### src/logic/sltc_pkg.sv
package sltc_pkg;

	// Register addresses on the configuration port.
	localparam logic [7:0] LANE_DRIVER_CONFIG_ADDR = 8'h47;
	localparam logic [7:0] LINK_CONTROL_ONE_ADDR   = 8'h60;

	// Reset values.
	localparam logic [7:0] LANE_DRIVER_CONFIG_RESET = 8'h00;
	localparam logic [7:0] LINK_CONTROL_ONE_RESET   = 8'h7F;

	// Field positions of the lane driver register.
	localparam int SWING_MSB      = 6;
	localparam int SWING_LSB      = 4;
	localparam int DEEMPH_MSB     = 2;
	localparam int DEEMPH_LSB     = 0;
	localparam int DRV_RSVD_HI    = 7;
	localparam int DRV_RSVD_LO    = 3;

	// Field positions of the link control register.
	localparam int SCRAMBLER_BIT  = 7;
	localparam int FRAMES_MSB     = 6;
	localparam int FRAMES_LSB     = 2;
	localparam int LINK_RSVD_BIT  = 1;
	localparam int LINK_ON_BIT    = 0;

	// Legal frame count window and the unlisted de-emphasis code.
	localparam logic [5:0] FRAMES_MIN    = 6'h11;
	localparam logic [5:0] FRAMES_MAX    = 6'h20;
	localparam logic [2:0] DEEMPH_UNUSED = 3'h6;

	// Idle pattern sent on each lane while the link is off.
	localparam logic [7:0] IDLE_PATTERN  = 8'h55;
	localparam int         LANE_COUNT    = 2;

	typedef enum logic [1:0]
	{
		SLTC_IDLE  = 2'b00,
		SLTC_WRITE = 2'b01,
		SLTC_READ  = 2'b10
	} sltc_host_state_type;

endpackage : sltc_pkg

### src/logic/sltc_if.sv
`timescale 1ns/1ns
// Register port between the configuration master and the transmitter config bank.
interface sltc_if;
	logic       wr_en;
	logic       rd_en;
	logic [7:0] addr;
	logic [7:0] wdata;
	logic [7:0] rdata;
	logic       rvalid;
	logic       addr_err;

	modport device
	(
		input  wr_en,
		input  rd_en,
		input  addr,
		input  wdata,
		output rdata,
		output rvalid,
		output addr_err
	);

	modport host
	(
		output wr_en,
		output rd_en,
		output addr,
		output wdata,
		input  rdata,
		input  rvalid,
		input  addr_err
	);
endinterface : sltc_if

### src/logic/sltc_lane_tx.sv
`timescale 1ns/1ns
// One serial lane word source: idle pattern while off, user data while on.
module sltc_lane_tx
(
	input  wire logic       MCLK,
	input  wire logic       RESET,
	input  wire logic       link_on,
	input  wire logic [7:0] data_in,
	output logic      [7:0] word_out
);
	import sltc_pkg::*;

	wire logic [7:0] next_word;

	// Off link sends the alternating stream instead of traffic.
	assign next_word = link_on ? data_in : IDLE_PATTERN;

	// Lane word register.
	always_ff @(posedge MCLK or posedge RESET)
	begin
		if (RESET)
			word_out <= IDLE_PATTERN;
		else
			word_out <= next_word;
	end
endmodule : sltc_lane_tx

### src/logic/sltc_device.sv
`timescale 1ns/1ns
// Functional notes
// Software writes zero to driver bit seven.
// Swing code taken from bits six to four.
// Software writes zero to driver bit three.
// De-emphasis code taken from bits two to zero.
// Disable link before changing link control fields.
// Bit seven switches the scrambler, reset off.
// Bits six to two hold frames minus one.
// Software keeps frame count within seventeen to 32.
// Frame count field resets to all ones.
// Software always writes one to bit one.
// Link enabled carries data normally, reset on.
// Disabled link sends alternating idle pattern.
// Drive settings shared by lanes; reads return writes.
module sltc_device
(
	input  wire logic                 MCLK,
	input  wire logic                 RESET,
	sltc_if.device                    BUS,
	input  wire logic [15:0]          LANE_DATA,
	output logic      [15:0]          LANE_WORD,
	output logic      [2:0]           LANE_SWING,
	output logic      [2:0]           LANE_DEEMPH,
	output logic                      SCRAMBLER_ON,
	output logic      [5:0]           FRAME_COUNT,
	output logic                      LINK_ON,
	output logic                      CONFIG_WARN
);
	import sltc_pkg::*;

	// Frame count shown while reset holds, derived from the link register reset image.
	localparam logic [5:0] FRAME_COUNT_RESET = {1'b0, LINK_CONTROL_ONE_RESET[FRAMES_MSB:FRAMES_LSB]} + 6'h01;

	// Stored register images, kept exactly as written.
	logic [7:0] lane_driver_config;
	logic [7:0] link_control_one;

	// Registered read answer towards the master.
	logic [7:0] rdata;
	logic       rvalid;
	logic       addr_err;

	// Registered copies of the derived status outputs.
	logic [5:0] frame_count;
	logic       config_warn;

	// Address decode results.
	wire logic       hit_driver;
	wire logic       hit_link;
	wire logic       hit_any;

	// Write strobes qualified by the decode, and the undecoded access strobe.
	wire logic       write_driver;
	wire logic       write_link;
	wire logic       any_access;

	// Values that the registers take at the next edge.
	wire logic [7:0] next_lane_driver_config;
	wire logic [7:0] next_link_control_one;
	wire logic [7:0] next_rdata;
	wire logic       next_addr_err;
	wire logic [7:0] read_mux;

	// Derived values, worked out from the next register images.
	wire logic [4:0] next_frames_less_one;
	wire logic [5:0] next_frame_count;
	wire logic [2:0] next_deemph;
	wire logic       next_bad_frames;
	wire logic       next_bad_reserved;
	wire logic       next_bad_deemph;
	wire logic       next_config_warn;

	// Address decode for the two registers.
	assign hit_driver = BUS.addr == LANE_DRIVER_CONFIG_ADDR;
	assign hit_link   = BUS.addr == LINK_CONTROL_ONE_ADDR;
	assign hit_any    = hit_driver | hit_link;

	// A write lands only on a mapped address; unmapped writes are dropped.
	assign write_driver = BUS.wr_en & hit_driver;
	assign write_link   = BUS.wr_en & hit_link;
	assign any_access   = BUS.rd_en | BUS.wr_en;

	// Every bit is stored as written, reserved bits included, so a read returns the write.
	assign next_lane_driver_config = write_driver ? BUS.wdata : lane_driver_config;
	assign next_link_control_one   = write_link ? BUS.wdata : link_control_one;

	// Reads return whole stored bytes, unmapped addresses read zero.
	assign read_mux = hit_driver ? lane_driver_config :
		(hit_link ? link_control_one : 8'h00);

	// Read data changes only on a read, so the last answer stays readable.
	assign next_rdata    = BUS.rd_en ? read_mux : rdata;
	assign next_addr_err = any_access & ~hit_any;

	// Frame count is the stored field plus one; the widened sum cannot wrap.
	assign next_frames_less_one = next_link_control_one[FRAMES_MSB:FRAMES_LSB];
	assign next_frame_count     = {1'b0, next_frames_less_one} + 6'h01;
	assign next_deemph          = next_lane_driver_config[DEEMPH_MSB:DEEMPH_LSB];

	// Settings that software was told to avoid are stored anyway, but raise a warning.
	assign next_bad_frames   = next_frame_count < FRAMES_MIN;
	assign next_bad_reserved = next_lane_driver_config[DRV_RSVD_HI] |
		next_lane_driver_config[DRV_RSVD_LO] |
		~next_link_control_one[LINK_RSVD_BIT];
	assign next_bad_deemph   = next_deemph == DEEMPH_UNUSED;
	assign next_config_warn  = next_bad_frames | next_bad_reserved | next_bad_deemph;

	// Lane driver register holding the swing and de-emphasis codes.
	always_ff @(posedge MCLK or posedge RESET)
	begin
		if (RESET)
			lane_driver_config <= LANE_DRIVER_CONFIG_RESET;
		else
			lane_driver_config <= next_lane_driver_config;
	end

	// Link control register; reset leaves the link on with the largest frame count.
	always_ff @(posedge MCLK or posedge RESET)
	begin
		if (RESET)
			link_control_one <= LINK_CONTROL_ONE_RESET;
		else
			link_control_one <= next_link_control_one;
	end

	// Read data register, refreshed by each read.
	always_ff @(posedge MCLK or posedge RESET)
	begin
		if (RESET)
			rdata <= 8'h00;
		else
			rdata <= next_rdata;
	end

	// Read valid pulse, one cycle after the strobe.
	always_ff @(posedge MCLK or posedge RESET)
	begin
		if (RESET)
			rvalid <= 1'b0;
		else
			rvalid <= BUS.rd_en;
	end

	// Unmapped access pulse, one cycle after the strobe.
	always_ff @(posedge MCLK or posedge RESET)
	begin
		if (RESET)
			addr_err <= 1'b0;
		else
			addr_err <= next_addr_err;
	end

	// Frame count output register, updated at the same edge as its field.
	always_ff @(posedge MCLK or posedge RESET)
	begin
		if (RESET)
			frame_count <= FRAME_COUNT_RESET;
		else
			frame_count <= next_frame_count;
	end

	// Warning register; the reset images are legal settings, so it resets low.
	always_ff @(posedge MCLK or posedge RESET)
	begin
		if (RESET)
			config_warn <= 1'b0;
		else
			config_warn <= next_config_warn;
	end

	// Answer towards the master.
	assign BUS.rdata    = rdata;
	assign BUS.rvalid   = rvalid;
	assign BUS.addr_err = addr_err;

	// Transmitter driver codes come straight from the stored fields.
	assign LANE_SWING   = lane_driver_config[SWING_MSB:SWING_LSB];
	assign LANE_DEEMPH  = lane_driver_config[DEEMPH_MSB:DEEMPH_LSB];

	// Link fields come straight from the stored register.
	assign SCRAMBLER_ON = link_control_one[SCRAMBLER_BIT];
	assign LINK_ON      = link_control_one[LINK_ON_BIT];

	// Derived status outputs from their own flip-flops.
	assign FRAME_COUNT  = frame_count;
	assign CONFIG_WARN  = config_warn;

	// Both lanes share one enable and one drive setting.
	genvar lane;
	generate
		for (lane = 0; lane < LANE_COUNT; lane++)
		begin : g_lane
			sltc_lane_tx u_lane
			(
				.MCLK     (MCLK),
				.RESET    (RESET),
				.link_on  (LINK_ON),
				.data_in  (LANE_DATA[lane*8 +: 8]),
				.word_out (LANE_WORD[lane*8 +: 8])
			);
		end
	endgenerate
endmodule : sltc_device

### src/flat_wrapper.sv
// flat-port wrapper written by rule: the top's interface ports become plain ports
module sltc_device_flat import sltc_pkg::*;
  (MCLK, RESET, LANE_DATA, LANE_WORD, LANE_SWING, LANE_DEEMPH, SCRAMBLER_ON, FRAME_COUNT, LINK_ON, CONFIG_WARN, BUS_wr_en, BUS_rd_en, BUS_addr, BUS_wdata, BUS_rdata, BUS_rvalid, BUS_addr_err);
  sltc_if BUS_i ();
  input  wire logic MCLK;
  input  wire logic RESET;
  input  wire logic [15:0] LANE_DATA;
  output logic      [15:0] LANE_WORD;
  output logic      [2:0] LANE_SWING;
  output logic      [2:0] LANE_DEEMPH;
  output logic SCRAMBLER_ON;
  output logic      [5:0] FRAME_COUNT;
  output logic LINK_ON;
  output logic CONFIG_WARN;
  input wire logic [$bits(BUS_i.wr_en)-1:0] BUS_wr_en;
  input wire logic [$bits(BUS_i.rd_en)-1:0] BUS_rd_en;
  input wire logic [$bits(BUS_i.addr)-1:0] BUS_addr;
  input wire logic [$bits(BUS_i.wdata)-1:0] BUS_wdata;
  output wire logic [$bits(BUS_i.rdata)-1:0] BUS_rdata;
  output wire logic [$bits(BUS_i.rvalid)-1:0] BUS_rvalid;
  output wire logic [$bits(BUS_i.addr_err)-1:0] BUS_addr_err;
  assign BUS_i.wr_en = BUS_wr_en;
  assign BUS_i.rd_en = BUS_rd_en;
  assign BUS_i.addr = BUS_addr;
  assign BUS_i.wdata = BUS_wdata;
  assign BUS_rdata = BUS_i.rdata;
  assign BUS_rvalid = BUS_i.rvalid;
  assign BUS_addr_err = BUS_i.addr_err;
  sltc_device u_core (.MCLK(MCLK), .RESET(RESET), .BUS(BUS_i), .LANE_DATA(LANE_DATA), .LANE_WORD(LANE_WORD), .LANE_SWING(LANE_SWING), .LANE_DEEMPH(LANE_DEEMPH), .SCRAMBLER_ON(SCRAMBLER_ON), .FRAME_COUNT(FRAME_COUNT), .LINK_ON(LINK_ON), .CONFIG_WARN(CONFIG_WARN));
endmodule
### config.mk
export PLATFORM = sky130hd
export DESIGN_NAME = sltc_device_flat
export DESIGN_NICKNAME = d
export VERILOG_FILES = /design/src/logic/sltc_pkg.sv /design/src/logic/sltc_if.sv /design/src/logic/sltc_lane_tx.sv /design/src/logic/sltc_device.sv /design/src/flat_wrapper.sv
export SDC_FILE = /design/constraint.sdc
export NUM_CORES = 1
export LEC_CHECK = 0
export BUFFER_PORTS_ARGS = -buffer_cell sky130_fd_sc_hd__clkbuf_2
export CORE_AREA = 3 3 72 74
export CTS_BUF_LIST = sky130_fd_sc_hd__clkbuf_8
export DETAILED_ROUTE_END_ITERATION = 10
export DIE_AREA = 0 0 75 77
export PLACE_DENSITY = 0.72
export SLEW_MARGIN = 15
export SYNTH_ARGS = -nofsm -noshare
export SYNTH_HDL_FRONTEND = slang
export SYNTH_HIERARCHICAL = 1
export SYNTH_SLANG_ARGS = --single-unit
### constraint.sdc
create_clock -name MCLK -period 1.45 [get_ports MCLK]
set_input_delay 0.145 -clock MCLK [delete_from_list [all_inputs] [get_ports MCLK]]
set_output_delay 0.145 -clock MCLK [all_outputs]
set_load 0.02 [all_outputs]
---- Word-level counts from Yosys, hierarchy flattened ----
Cells that the tools add are included.
operators by class
  add/sub/neg operators ................... 1
  multipliers ............................. 0
  div/mod/pow operators ................... 0
  $lt $le $gt $ge ......................... 1
  equality and inequality tests ........... 3
  shifts and indexed selects .............. 0
  multiplexer cells ....................... 6
  bitwise gates (word level) .............. 11
  reductions and logical operators ........ 0
operator list
  cell                 number
  $mux 8               5
  $eq 8x7->1 const B   2
  $mux 7               1
  $add 5x1->6 const B  1
  $lt 6x5->1 const B   1
  $or 1x1->1           6
  $and 1x1->1          3
  $eq 3x3->1 const B   1
  $not 1->1            2
word-level totals
  register bits ........................... 49
  latch bits .............................. 0
  bits in writable memories ............... 0
  bits in read-only memories .............. 0
  output and inout port bits .............. 41
  memories ................................ 0

---- Logic depth before layout (Yosys ltp) ----
Gate-level depths: netlist of run 1.
  depth after elaboration ................. 7
  depth in mapped cells ................... 5
  mapped depth without buffers ............ 4

---- By module ----
The synthesis of run 1 kept the hierarchy.
modules (own cells, without submodules)
  module        times used  cells an instance  area an instance (um^2)  sequential area each (um^2)
  sltc_device   1           124                1508.9                   835.8
  sltc_lane_tx  2           17                 259.0                    205.2

---- Least setup slack after synthesis of run 1 ----
No wires, ideal clock.
  path type ............................... input port to flip-flop
  start point ............................. in BUS_addr[2]
  end point ............................... reg u_core.config_warn (netlist: u_core/CONFIG_WARN)
  library setup time ...................... 0.139 ns
  data arrival time ....................... 1.555 ns
  data required time ...................... 1.311 ns
  setup slack ............................. -0.244 ns
  stages .................................. 4
  cell sequence ........................... nor4b_1 nand3_1 mux2i_1 or4b_1
on the way
  word-level cells in the longest chain between the ends .. 7
  elaborated cells on any way between the ends .. 14
  those cells by class .................... add/sub (1); order compare (1); eq/ne (3); mux (2); bitwise (7)
ends and longest elaborated chain
  what                                             RTL line                                text
  start, declared                                  flat_wrapper.sv:17                      input wire logic [$bits(BUS_i.addr)-1:0] BUS_addr;
  $eq 8x7->1 (on tied branches)                    sltc_device.sv:76, sltc_device.sv:75
  $and 1x1->1 (on tied branches)                   sltc_device.sv:81, sltc_device.sv:80
  $mux 7 / $mux 8 (equally long branches)          sltc_device.sv:86, sltc_device.sv:85
  $add 5x1->6, or another cell as far along        sltc_device.sv:98                       assign next_frame_count = {1'b0, next_frames_less_one} + 6'h01;
  $lt 6x5->1 / $or 1x1->1 (equally long branches)  sltc_device.sv:102, sltc_device.sv:104
  $or 1x1->1                                       sltc_device.sv:107                      assign next_config_warn = next_bad_frames | next_bad_reserved | next_bad_deemph;
  $or 1x1->1 *                                     sltc_device.sv:107
  net u_core.next_config_warn                      sltc_device.sv:72                       wire logic next_config_warn;
  end signal, assigned                             sltc_device.sv:169                      config_warn <= next_config_warn;
  end, declared                                    sltc_device.sv:46                       logic config_warn;
Mark *: on every way through the listed nets, which the timed path passes. The rest lies on a longest branch.
A chain may end at the register's enable or synchronous reset.

---- Worst setup path in the final report of run 1 ----
  start point ............................. in BUS_addr[7]
  end point ............................... reg u_core.config_warn (netlist: u_core/CONFIG_WARN)
on the way
  word-level cells in the longest chain between the ends .. 7
  elaborated cells on any way between the ends .. 14
  those cells by class .................... add/sub (1); order compare (1); eq/ne (3); mux (2); bitwise (7)
ends and longest elaborated chain
  what                                   RTL line            text
  $eq 8x7->1                             sltc_device.sv:75   assign hit_driver = BUS.addr == LANE_DRIVER_CONFIG_ADDR;
  $and 1x1->1                            sltc_device.sv:80   assign write_driver = BUS.wr_en & hit_driver;
  $mux 8                                 sltc_device.sv:85   assign next_lane_driver_config = write_driver ? BUS.wdata : lane_driver_config;
  net u_core.next_lane_driver_config[3]  sltc_device.sv:59   wire logic [7:0] next_lane_driver_config;
  $or 1x1->1                             sltc_device.sv:103  assign next_bad_reserved = next_lane_driver_config[DRV_RSVD_HI] |
  $or 1x1->1                             sltc_device.sv:104  next_lane_driver_config[DRV_RSVD_LO] |
  $or 1x1->1 (2 in series)               sltc_device.sv:107
  net u_core.next_config_warn            sltc_device.sv:72
The timed path passes the listed nets, and every way through them passes these cells.

==> flow_summary.toml, run 1 <==
[cells_and_area]
syn2layout_area_growth_pct = 30.7
antenna_cells = 0
final_nets = 281
drive_above_1_share_pct = 52.8
n_fill_cell = 400
layout.cells.non_filler = 300
design_area_um2 = 2650

[routing]
antenna_left = 0
dr.first_iter.drc_count = 38
drc_errors = 0
avgRoutedWirePerCell_um = 14.3
vias_per_cell = 4.82
vias = 1446
drt_pre_antenna_iters = 4
drt_wl_total_um = 4300

[critical_path]
crit_required_ps = 1630
critical_path_class = "in -> reg"
arrival_ps = 1540
cp_max_fo = 5
critPathCaptureType = "flip-flop"
start_kind = "input port"

[yosys]
synth_cell_types = 28
synth_top_family_by_area = "multiplexers"
synth_nets = 194
synth_xor_area_share_pct = 3.02
syn_area_um2 = 2030
ys_seq_area_share_pct = 61.5
synth.avg_cell_area_um2 = 12.8
synth_seq_cells = 49
synth-compound-area-share_pct = 5.31
yosys_warnings = 6
yosys.area_share.simple_pct = 11.5
synth_cells = 158
muxShareOfSynthArea_pct = 12.8
synthAdderAreaFrac_pct = 0

[power_and_ir_drop]
p_per_area_nw_per_um2 = 974
p_sw_mw = 0.615
pwr-share-seq_pct = 56.3
vdd_drop_max_uv = 430
pwr-share-comb_pct = 10.0
power.internal_mw = 1.97
swShare_pct = 23.8
p_clk_share_pct = 33.6
leakagePower_nw = 1.32

[cts]
htree_levels = 2
cts_made_buffers = 5
cts_max_path_buffers = 2
clock_latency_ps = 300
cts_tree = "done"
post-cts-setup-buffers = 0
path_clk_slew_ps = 80
clock-sinks = 49
cts_root_buf = "clkbuf_8"

[placement]
gp_congestion = 0.764
hpwl_um = 3220
placedCellCount = 291
io_buffers = 76
post-place-ws_ps = -242
place_area_um2 = 2530

[grt]
use_met2_pct = 26.3
overflow = 0
busiest_layer = "met2"
first_global_vias = 1496
grt_usage_pct = 15.5
grt_pass1_wl_um = 6810
use_met1_pct = 18.0
antenna_found_initial = 0
grt_util_met3_pct = 4.98
grt_max_degree = 34

[timing]
setup_slack_ps = 84.4
slew_viol_final = 0
period_minus_slack_ps = 1370
setup_viol = 0
fmax_ghz = 0.732
worstMarginPinSlew_ps = 410
skew_ps = 5.98
relSlewSlack_pct = 72.6
final_hold_viol_count = 0
period_share_pct = 94.2
rsz0062_at_grt = "false"

[floorplanning]
placementRows = 25
core_um2 = 4660
die-area_um2 = 5780
dieWidth_um = 75
pin_count = 77
die_y_um = 77
initial_core_util_pct = 43.5

[outcome]
status = "completed"

[run]
cap_violations = 0

[hold_path]
min_path_type = "in -> reg"
cells in the mapped netlist (all sizes together):
cell type	number	area share (%)
o21ai	6	1.5
o211ai	1	0.37
and4b	1	0.49
nand3	4	1.6
mux2i	11	5.4
nor4b	2	1.6
nor2	1	0.19
nand4	2	0.62
buf	8	2.7
nand2	7	1.3
o21a	1	0.37
and2	9	2.8
dfstp	16	21
o22ai	8	2.5
inv	15	2.8
or4b	1	0.49
clkbuf	2	0.37
nand2b	8	2.5
xor2	4	1.7
a31oi	2	0.62
xnor2	3	1.3
dfrtp	33	41
mux2	13	7.4
stage by stage:
step / hold WS [ps] / utilization, % / total power [mW] / TNS, ps
floorplan: -42.2 / - / 1.62 / -191
global placement: 103 / 54.4 / 1.73 / -402
detailed placement: 110 / 54.4 / 1.74 / -449
CTS: 24.3 / 56.8 / 2.61 / 0
global route: 32.7 / 56.9 / 2.69 / 0
finish: 36.6 / 56.9 / 2.58 / 0
power groups by stage:
stage,clock (mW),sequential (mW),combinational [mW]
floorplan,0,1.51,0.114
global placement,0,1.48,0.257
detailed placement,0,1.48,0.260
CTS,0.896,1.45,0.264
global route,0.947,1.46,0.286
finish,0.868,1.45,0.259
metal layers:
layer	up-vias	part of all wire [%]
li1	697	-
met1	683	43
met2	59	48
met3	7	7.7
met4	0	1.5
met5	-	0
path summary, 6_finish.rpt:
kind	from	endpoint	slack (ps)	cells past startpoint
max in group asynchronous	RESET	u_core/link_control_one[0]	630	4
worst min-delay path	LANE_DATA[0]	u_core/g_lane[0].u_lane/word_out[0]	40	2
worst max register to register	u_core/lane_driver_config[2]	u_core/CONFIG_WARN	120	3
worst min register to register	u_core/BUS.rdata[1]	u_core/BUS.rdata[1]	540	2
worst max-delay path	BUS_addr[7]	u_core/CONFIG_WARN	80	6
min in group asynchronous	RESET	u_core/g_lane[1].u_lane/word_out[1]	330	3
cell usage in the layout (no fill, tap or decap), drive strengths merged:
cell,count
o22ai,8
nor2,1
dfstp,16
nand3,4
clkbuf,83
o211ai,1
buf,13
nand4,2
inv,15
clkinv,1
dlygate4sd3,1
or4b,1
nand2,7
mux2i,11
a31oi,2
dfrtp,33
o21a,1
nor4b,2
and4b,1
and2,9
xnor2,3
o21ai,6
xor2,4
mux2,13
nand2b,8
cells by family after synthesis:
kind of cell | after synthesis
buf+inv | 25
mux | 24
simple gates | 35
xor+xnor | 7
flops | 49
compound gates | 18
state kept, by name, indices dropped and copies added (netlist names):
| signal | cells |
|---|---|
| u_core/BUS.addr_err | 1 |
| u_core/BUS.rdata | 8 |
| u_core/BUS.rvalid | 1 |
| u_core/CONFIG_WARN | 1 |
| u_core/FRAME_COUNT | 6 |
| u_core/g_lane.u_lane/word_out | 16 |
| u_core/lane_driver_config | 8 |
| u_core/link_control_one | 8 |
layout make-up:
cell class,count,area (µm²),share of cell area [%]
clock buffer,7,96.3,3.64
clock inverter,1,5.00,0.189
inverter,15,56.3,2.12
multi-input combinational,84,674,25.4
sequential,49,1250,47.2
tap,54,67.6,2.55
timing repair buffer,90,500,18.9
critical path, cell delays in order:
cell and delay, ps:
clkbuf_2 100, nor4b_4 260, buf_4 180, nand3_4 90, mux2_4 320, or4b_1 460
what timing repair did:
item,4_1_cts,5_1_grt
endpoints found under the setup margin,0,1
gates resized for setup,0,1
endpoints found under the hold margin,33,0
hold buffers,1,0
Power figures use the tool's default switching activity.
==> run 2: changes to the inputs <==
ABC_AREA = 1   (was not set)
CORE_AREA = 3 3 73 75   (was 3 3 72 74)
DIE_AREA = 0 0 76 78   (was 0 0 75 77)
PLACE_DENSITY = 0.73   (was 0.72)
==> run 2 against run 1 <==
  * Area after synthesis increased by 5.7%
  * Clock skew decreased by 0.98 ps
  * Final cell count increased by 29%
  * Critical path type is now reg -> out
  * Largest cell class unchanged
  * Largest power group unchanged
==> flow_summary.toml, run 2 <==
[yosys]
synth_nets = 271
synth-compound-area-share_pct = 7.36
yosys_warnings = 6
ys_top_cells_by_area = "dfrtp_1, dfstp_2, nand2_1, inv_1, o21ai_0"
synth_cell_types = 27
yosys.area_share.simple_pct = 21.0
synth_seq_cells = 49
synth.top_cells.by_count = "nand2_1, inv_1, dfrtp_1"
synth_top_area_cell = "dfrtp_1"
ys_seq_area_share_pct = 58.2
synth_edf_count = 0
syn_area_um2 = 2140
synth.avg_cell_area_um2 = 9.12
synth_xor_area_share_pct = 0.409
synth_top_family_by_area = "simple AND/OR/NAND/NOR gates"
muxShareOfSynthArea_pct = 0
yosysMostFrequentCell = "nand2_1"
synthArstFlopShare_pct = 100
synth_flop_cell = "dfrtp_1"
synth_top_area_share_pct = 38.6
synth_cells = 235
synthAdderAreaFrac_pct = 0

[timing]
worstMarginPinSlew_ps = 412
final_hold_viol_count = 0
skew_ps = 5.00
fmax_ghz = 0.752
slew_viol_final = 0
finalSetupTns_ps = 0
relSlewSlack_pct = 72.6
period_minus_slack_ps = 1330
rsz0062_at_grt = "false"
setup_viol = 0
period_share_pct = 91.7

[placement]
io_buffers = 76
gp_congestion = 0.829
hpwl_um = 3540

[routing]
antenna_left = 0
vias = 1684
drt_pre_antenna_iters = 4
vias_per_cell = 4.35
dr.first_iter.drc_count = 64
drc_errors = 0
avgRoutedWirePerCell_um = 12.5
drt_wl_total_um = 4820

[cells_and_area]
drive_above_1_share_pct = 39.4
largest_reg_flops = 16
final_nets = 355
multi_input_area_um2 = 616
n_fill_cell = 429
final_cell_mix = "clkbuf_2, nand2_1, inv_1"
ff_latch_area_um2 = 1250
syn2layout_area_growth_pct = 27.6
regMostFlops = "u_core/g_lane.u_lane/word_out"
antenna_cells = 0
layout_commonest_cell = "clkbuf_2"

[floorplanning]
initial_core_util_pct = 45.4
core_um2 = 4720
die-area_um2 = 5930
dieWidth_um = 76
pin_count = 77
die_y_um = 78
placementRows = 25

[cts]
post-cts-setup-buffers = 0
htree_levels = 2
cts_root_buf = "clkbuf_8"
holdBufCountCts = 8
cts_resized = 0
cts_max_path_buffers = 2
clock-sinks = 49
cts_made_buffers = 5
cts_tree = "done"
path_clk_slew_ps = 90
clock_latency_ps = 300

[critical_path]
cpMaxStageDelayCell = "dfstp_2"
cp_slowest_stage_delay_ps = 670
critical_path_class = "reg -> out"
critPathCaptureType = "primary output"
crit_family = "flip-flops"
cp.buffers_inverters = 1
timing.rr.end = "u_core/FRAME_COUNT[4]"
start_kind = "flip-flop"
rrSetupSlack_ps = 230
arrival_ps = 1180
crit_required_ps = 1310
cp_cell_sequence = "clkbuf_2"
r2r-start = "u_core/link_control_one[5]"
reg2regPathDepth = 7
cp_max_fo = 13

[power_and_ir_drop]
pwr-share-seq_pct = 55.1
p_sw_mw = 0.744
leakagePower_nw = 1.60
p_total_mw = 2.69
vdd_drop_max_uv = 565
power.internal_mw = 1.94
swShare_pct = 27.7
p_clk_share_pct = 30.6
p_per_area_nw_per_um2 = 982
pwr-share-comb_pct = 14.3

[grt]
grt_max_degree = 34
use_met1_pct = 20.5
antenna_found_initial = 0
overflow = 0
grt_usage_pct = 17.3
use_met2_pct = 31.6
first_global_vias = 1760
grt_util_met3_pct = 4.64
busiest_layer = "met2"
grt_pass1_wl_um = 8200

[hold_path]
hold_end = "u_core/g_lane[1].u_lane/word_out[2]"
holdPathStages = 3
hold_start = "LANE_DATA[10]"
min_path_type = "in -> reg"

[run]
cap_violations = 0

[outcome]
status = "completed"
run 2: cell types whose count changed after synthesis, moves of 5 or more:
cell,before,now
mux2_2,12,0
and2_1,9,0
nand2_1,7,68
inv_1,15,50
mux2i_1,11,0
nand2b_1,8,0
nand2_2,0,5
run 2: power groups by stage:
stage / Combinational, mW / Sequential, mW / Clock (mW)
floorplan: 0.178 / 1.56 / 0
global placement: 0.363 / 1.50 / 0
detailed placement: 0.370 / 1.50 / 0
CTS: 0.389 / 1.48 / 0.855
global route: 0.424 / 1.49 / 0.896
finish: 0.384 / 1.48 / 0.821
run 2: logic make-up after synthesis:
group / count (synthesis)
and+or+nand+nor: 95
DFF: 49
AOI/OAI and AO/OA: 25
xor gates and xnor gates: 1
buffers and inverters: 65
run 2: worst max-delay path by stage:
stage,startpoint,end,slack (ps),cells after the start
after floorplan,u_core/link_control_one[3],u_core/FRAME_COUNT[4],340,7
after global placement,BUS_addr[3],u_core/FRAME_COUNT[4],140,11
after detailed placement,BUS_addr[7],u_core/CONFIG_WARN,70,11
after CTS,u_core/link_control_one[0],LINK_ON,100,1
after global routing,u_core/link_control_one[0],LINK_ON,40,1
final,u_core/link_control_one[0],LINK_ON,120,1
run 2: area by class of cell:
| cell class | instances | area share [%] |
|---|---|---|
| well taps | 67 | 3.07 |
| multi-input cells | 121 | 22.5 |
| inverters | 54 | 7.46 |
| clock buffers | 5 | 2.52 |
| clock inverters | 3 | 0.915 |
| repair buffers | 88 | 17.9 |
| flip-flops and latches | 49 | 45.6 |
run 2: routing by layer:
layer  share of wire (%)  vias to the layer above
li1                    -                      857
met1                  42                      754
met2                  50                       66
met3                 6.9                        7
met4                 1.2                        0
met5                   0                        -
run 2: per-stage QoR:
step           utilization (%)  cells  hold WS [ps]  setup slack, ps  cell area [µm²]
5_1_grt                   57.9    387          24.0             44.6             2730
4_1_cts                   57.9    387          15.6             96.7             2730
3_5_place_dp              54.2    371           109             67.6             2560
3_3_place_gp              54.2    371          98.1              136             2560
6_report                  57.9    387          22.5              121             2730
2_1_floorplan                -    235         -42.2              345             2140
==> run 3: changes to the inputs <==
PLACE_DENSITY = not set   (was 0.73)
PLACE_DENSITY_LB_ADDON = 0.1   (was not set)
==> run 3 against run 2 <==
  * Wire length is 8.3% lower
  * Maximum frequency grew 11%
  * Critical path depth is 6 higher
  * Design area decreased by 0.78%
  * Die area unchanged
  * Sequential share of layout area rose by 0.36 points
  * Count of clock-buffer cells in the layout increased by 1
  * Critical path type is now reg -> reg
  * Highest routed layer unchanged
==> flow_summary.toml, run 3 (same netlist as run 2, synthesis figures left out) <==
[cells_and_area]
syn2layout_area_growth_pct = 26.6
largest_reg_flops = 16
n_fill_cell = 454
multi_input_area_um2 = 616
final_nets = 353
drive_above_1_share_pct = 38.7
final_cell_mix = "clkbuf_2, nand2_1, inv_1"
ff_latch_area_um2 = 1250
layout_commonest_cell = "clkbuf_2"
regMostFlops = "u_core/g_lane.u_lane/word_out"
antenna_cells = 0
design_area_um2 = 2710
layout.cells.non_filler = 385

[grt]
grt_pass1_wl_um = 7860
grt_max_degree = 34
first_global_vias = 1679
antenna_found_initial = 0
overflow = 0
grt_usage_pct = 16.8

[hold_path]
min_path_type = "in -> reg"
hold_end = "u_core/g_lane[1].u_lane/word_out[0]"
hold_start = "LANE_DATA[8]"
holdPathStages = 3

[floorplanning]
die_y_um = 78
placementRows = 25
initial_core_util_pct = 45.4
core_um2 = 4720
dieWidth_um = 76
pin_count = 77
die-area_um2 = 5930

[outcome]
status = "completed"

[critical_path]
critPathCaptureType = "flip-flop"
start_kind = "flip-flop"
timing.rr.end = "u_core/FRAME_COUNT[4]"
critical_path_class = "reg -> reg"
arrival_ps = 1410
crit_required_ps = 1660
rrSetupSlack_ps = 250
reg2regPathDepth = 7
cp_max_fo = 3
r2r-start = "u_core/link_control_one[5]"

[cts]
cts_tree = "done"
path_clk_slew_ps = 90
cts_root_buf = "clkbuf_8"
htree_levels = 2
holdBufCountCts = 7
cts_resized = 0
cts_made_buffers = 5
clock-sinks = 49
post-cts-setup-buffers = 0
cts_max_path_buffers = 2
clock_latency_ps = 300

[routing]
drt_wl_total_um = 4420
drc_errors = 0
avgRoutedWirePerCell_um = 11.5
antenna_left = 0
dr.first_iter.drc_count = 46
drt_pre_antenna_iters = 4
vias = 1672
vias_per_cell = 4.34

[timing]
slew_viol_final = 0
worstMarginPinSlew_ps = 414
setup_slack_ps = 252
setup_viol = 0
rsz0062_at_grt = "false"
final_hold_viol_count = 0
period_minus_slack_ps = 1200
fmax_ghz = 0.834
skew_ps = 7.44
finalSetupTns_ps = 0
period_share_pct = 82.7
holdWs_ps = 11.3
relSlewSlack_pct = 72.4

[placement]
hpwl_um = 3390
gp_congestion = 0.813
place_area_um2 = 2550
io_buffers = 76
post-place-ws_ps = 125
placedCellCount = 370

[power_and_ir_drop]
power.internal_mw = 1.96
vdd_drop_max_uv = 567
leakagePower_nw = 1.60
p_per_area_nw_per_um2 = 981
p_sw_mw = 0.699
pwr-share-comb_pct = 14.2
pwr-share-seq_pct = 55.4
p_clk_share_pct = 30.4
swShare_pct = 26.3

[run]
cap_violations = 0
==> run 3: power groups by stage <==
stage                     sequential [mW]  combinational (mW)  clock, mW
after floorplan                      1.56               0.178          0
after global placement               1.50               0.370          0
after detailed placement             1.50               0.372          0
after CTS                            1.48               0.388      0.834
after global routing                 1.48               0.427      0.889
final                                1.47               0.379      0.807
==> run 3: through the flow <==
stage	utilization, %	power [mW]
2_1_floorplan	-	1.73
3_3_place_gp	54.0	1.87
3_5_place_dp	54.0	1.87
4_1_cts	57.4	2.70
5_1_grt	57.4	2.80
6_report	57.4	2.66
==> run 3: worst max-delay path by stage <==
stage | startpoint | to
floorplan | u_core/link_control_one[3] | u_core/FRAME_COUNT[4]
global placement | BUS_addr[7] | u_core/CONFIG_WARN
detailed placement | BUS_addr[7] | u_core/CONFIG_WARN
CTS | u_core/link_control_one[0] | LINK_ON
global route | u_core/link_control_one[6] | u_core/CONFIG_WARN
finish | u_core/link_control_one[5] | u_core/FRAME_COUNT[4]
==> run 3: final cells by class <==
| type | instances | area share, % |
|---|---|---|
| timing repair buffer | 86 | 17.4 |
| tap | 67 | 3.09 |
| sequential | 49 | 45.9 |
| clock buffer | 6 | 3.04 |
| inverter | 54 | 7.52 |
| clock inverter | 2 | 0.277 |
| multi-input combinational | 121 | 22.7 |
==> run 3: critical path, cell delays in order, from the launching register on <==
cell and delay (ps):
dfstp_2 520, inv_1 60, nand2_1 70, nand2_1 90, nor2_2 170, nand3_2 90, nand2_1 70, inv_1 30
==> run 3: routing by layer <==
| metal | GRT usage (%) | share of wire (%) | vias up |
|---|---|---|---|
| li1 | - | - | 854 |
| met1 | 21.3 | 44 | 742 |
| met2 | 27.1 | 47 | 64 |
| met3 | 4.29 | 6.9 | 12 |
| met4 | 7.61 | 2.6 | 0 |
| met5 | 0 | 0 | - |
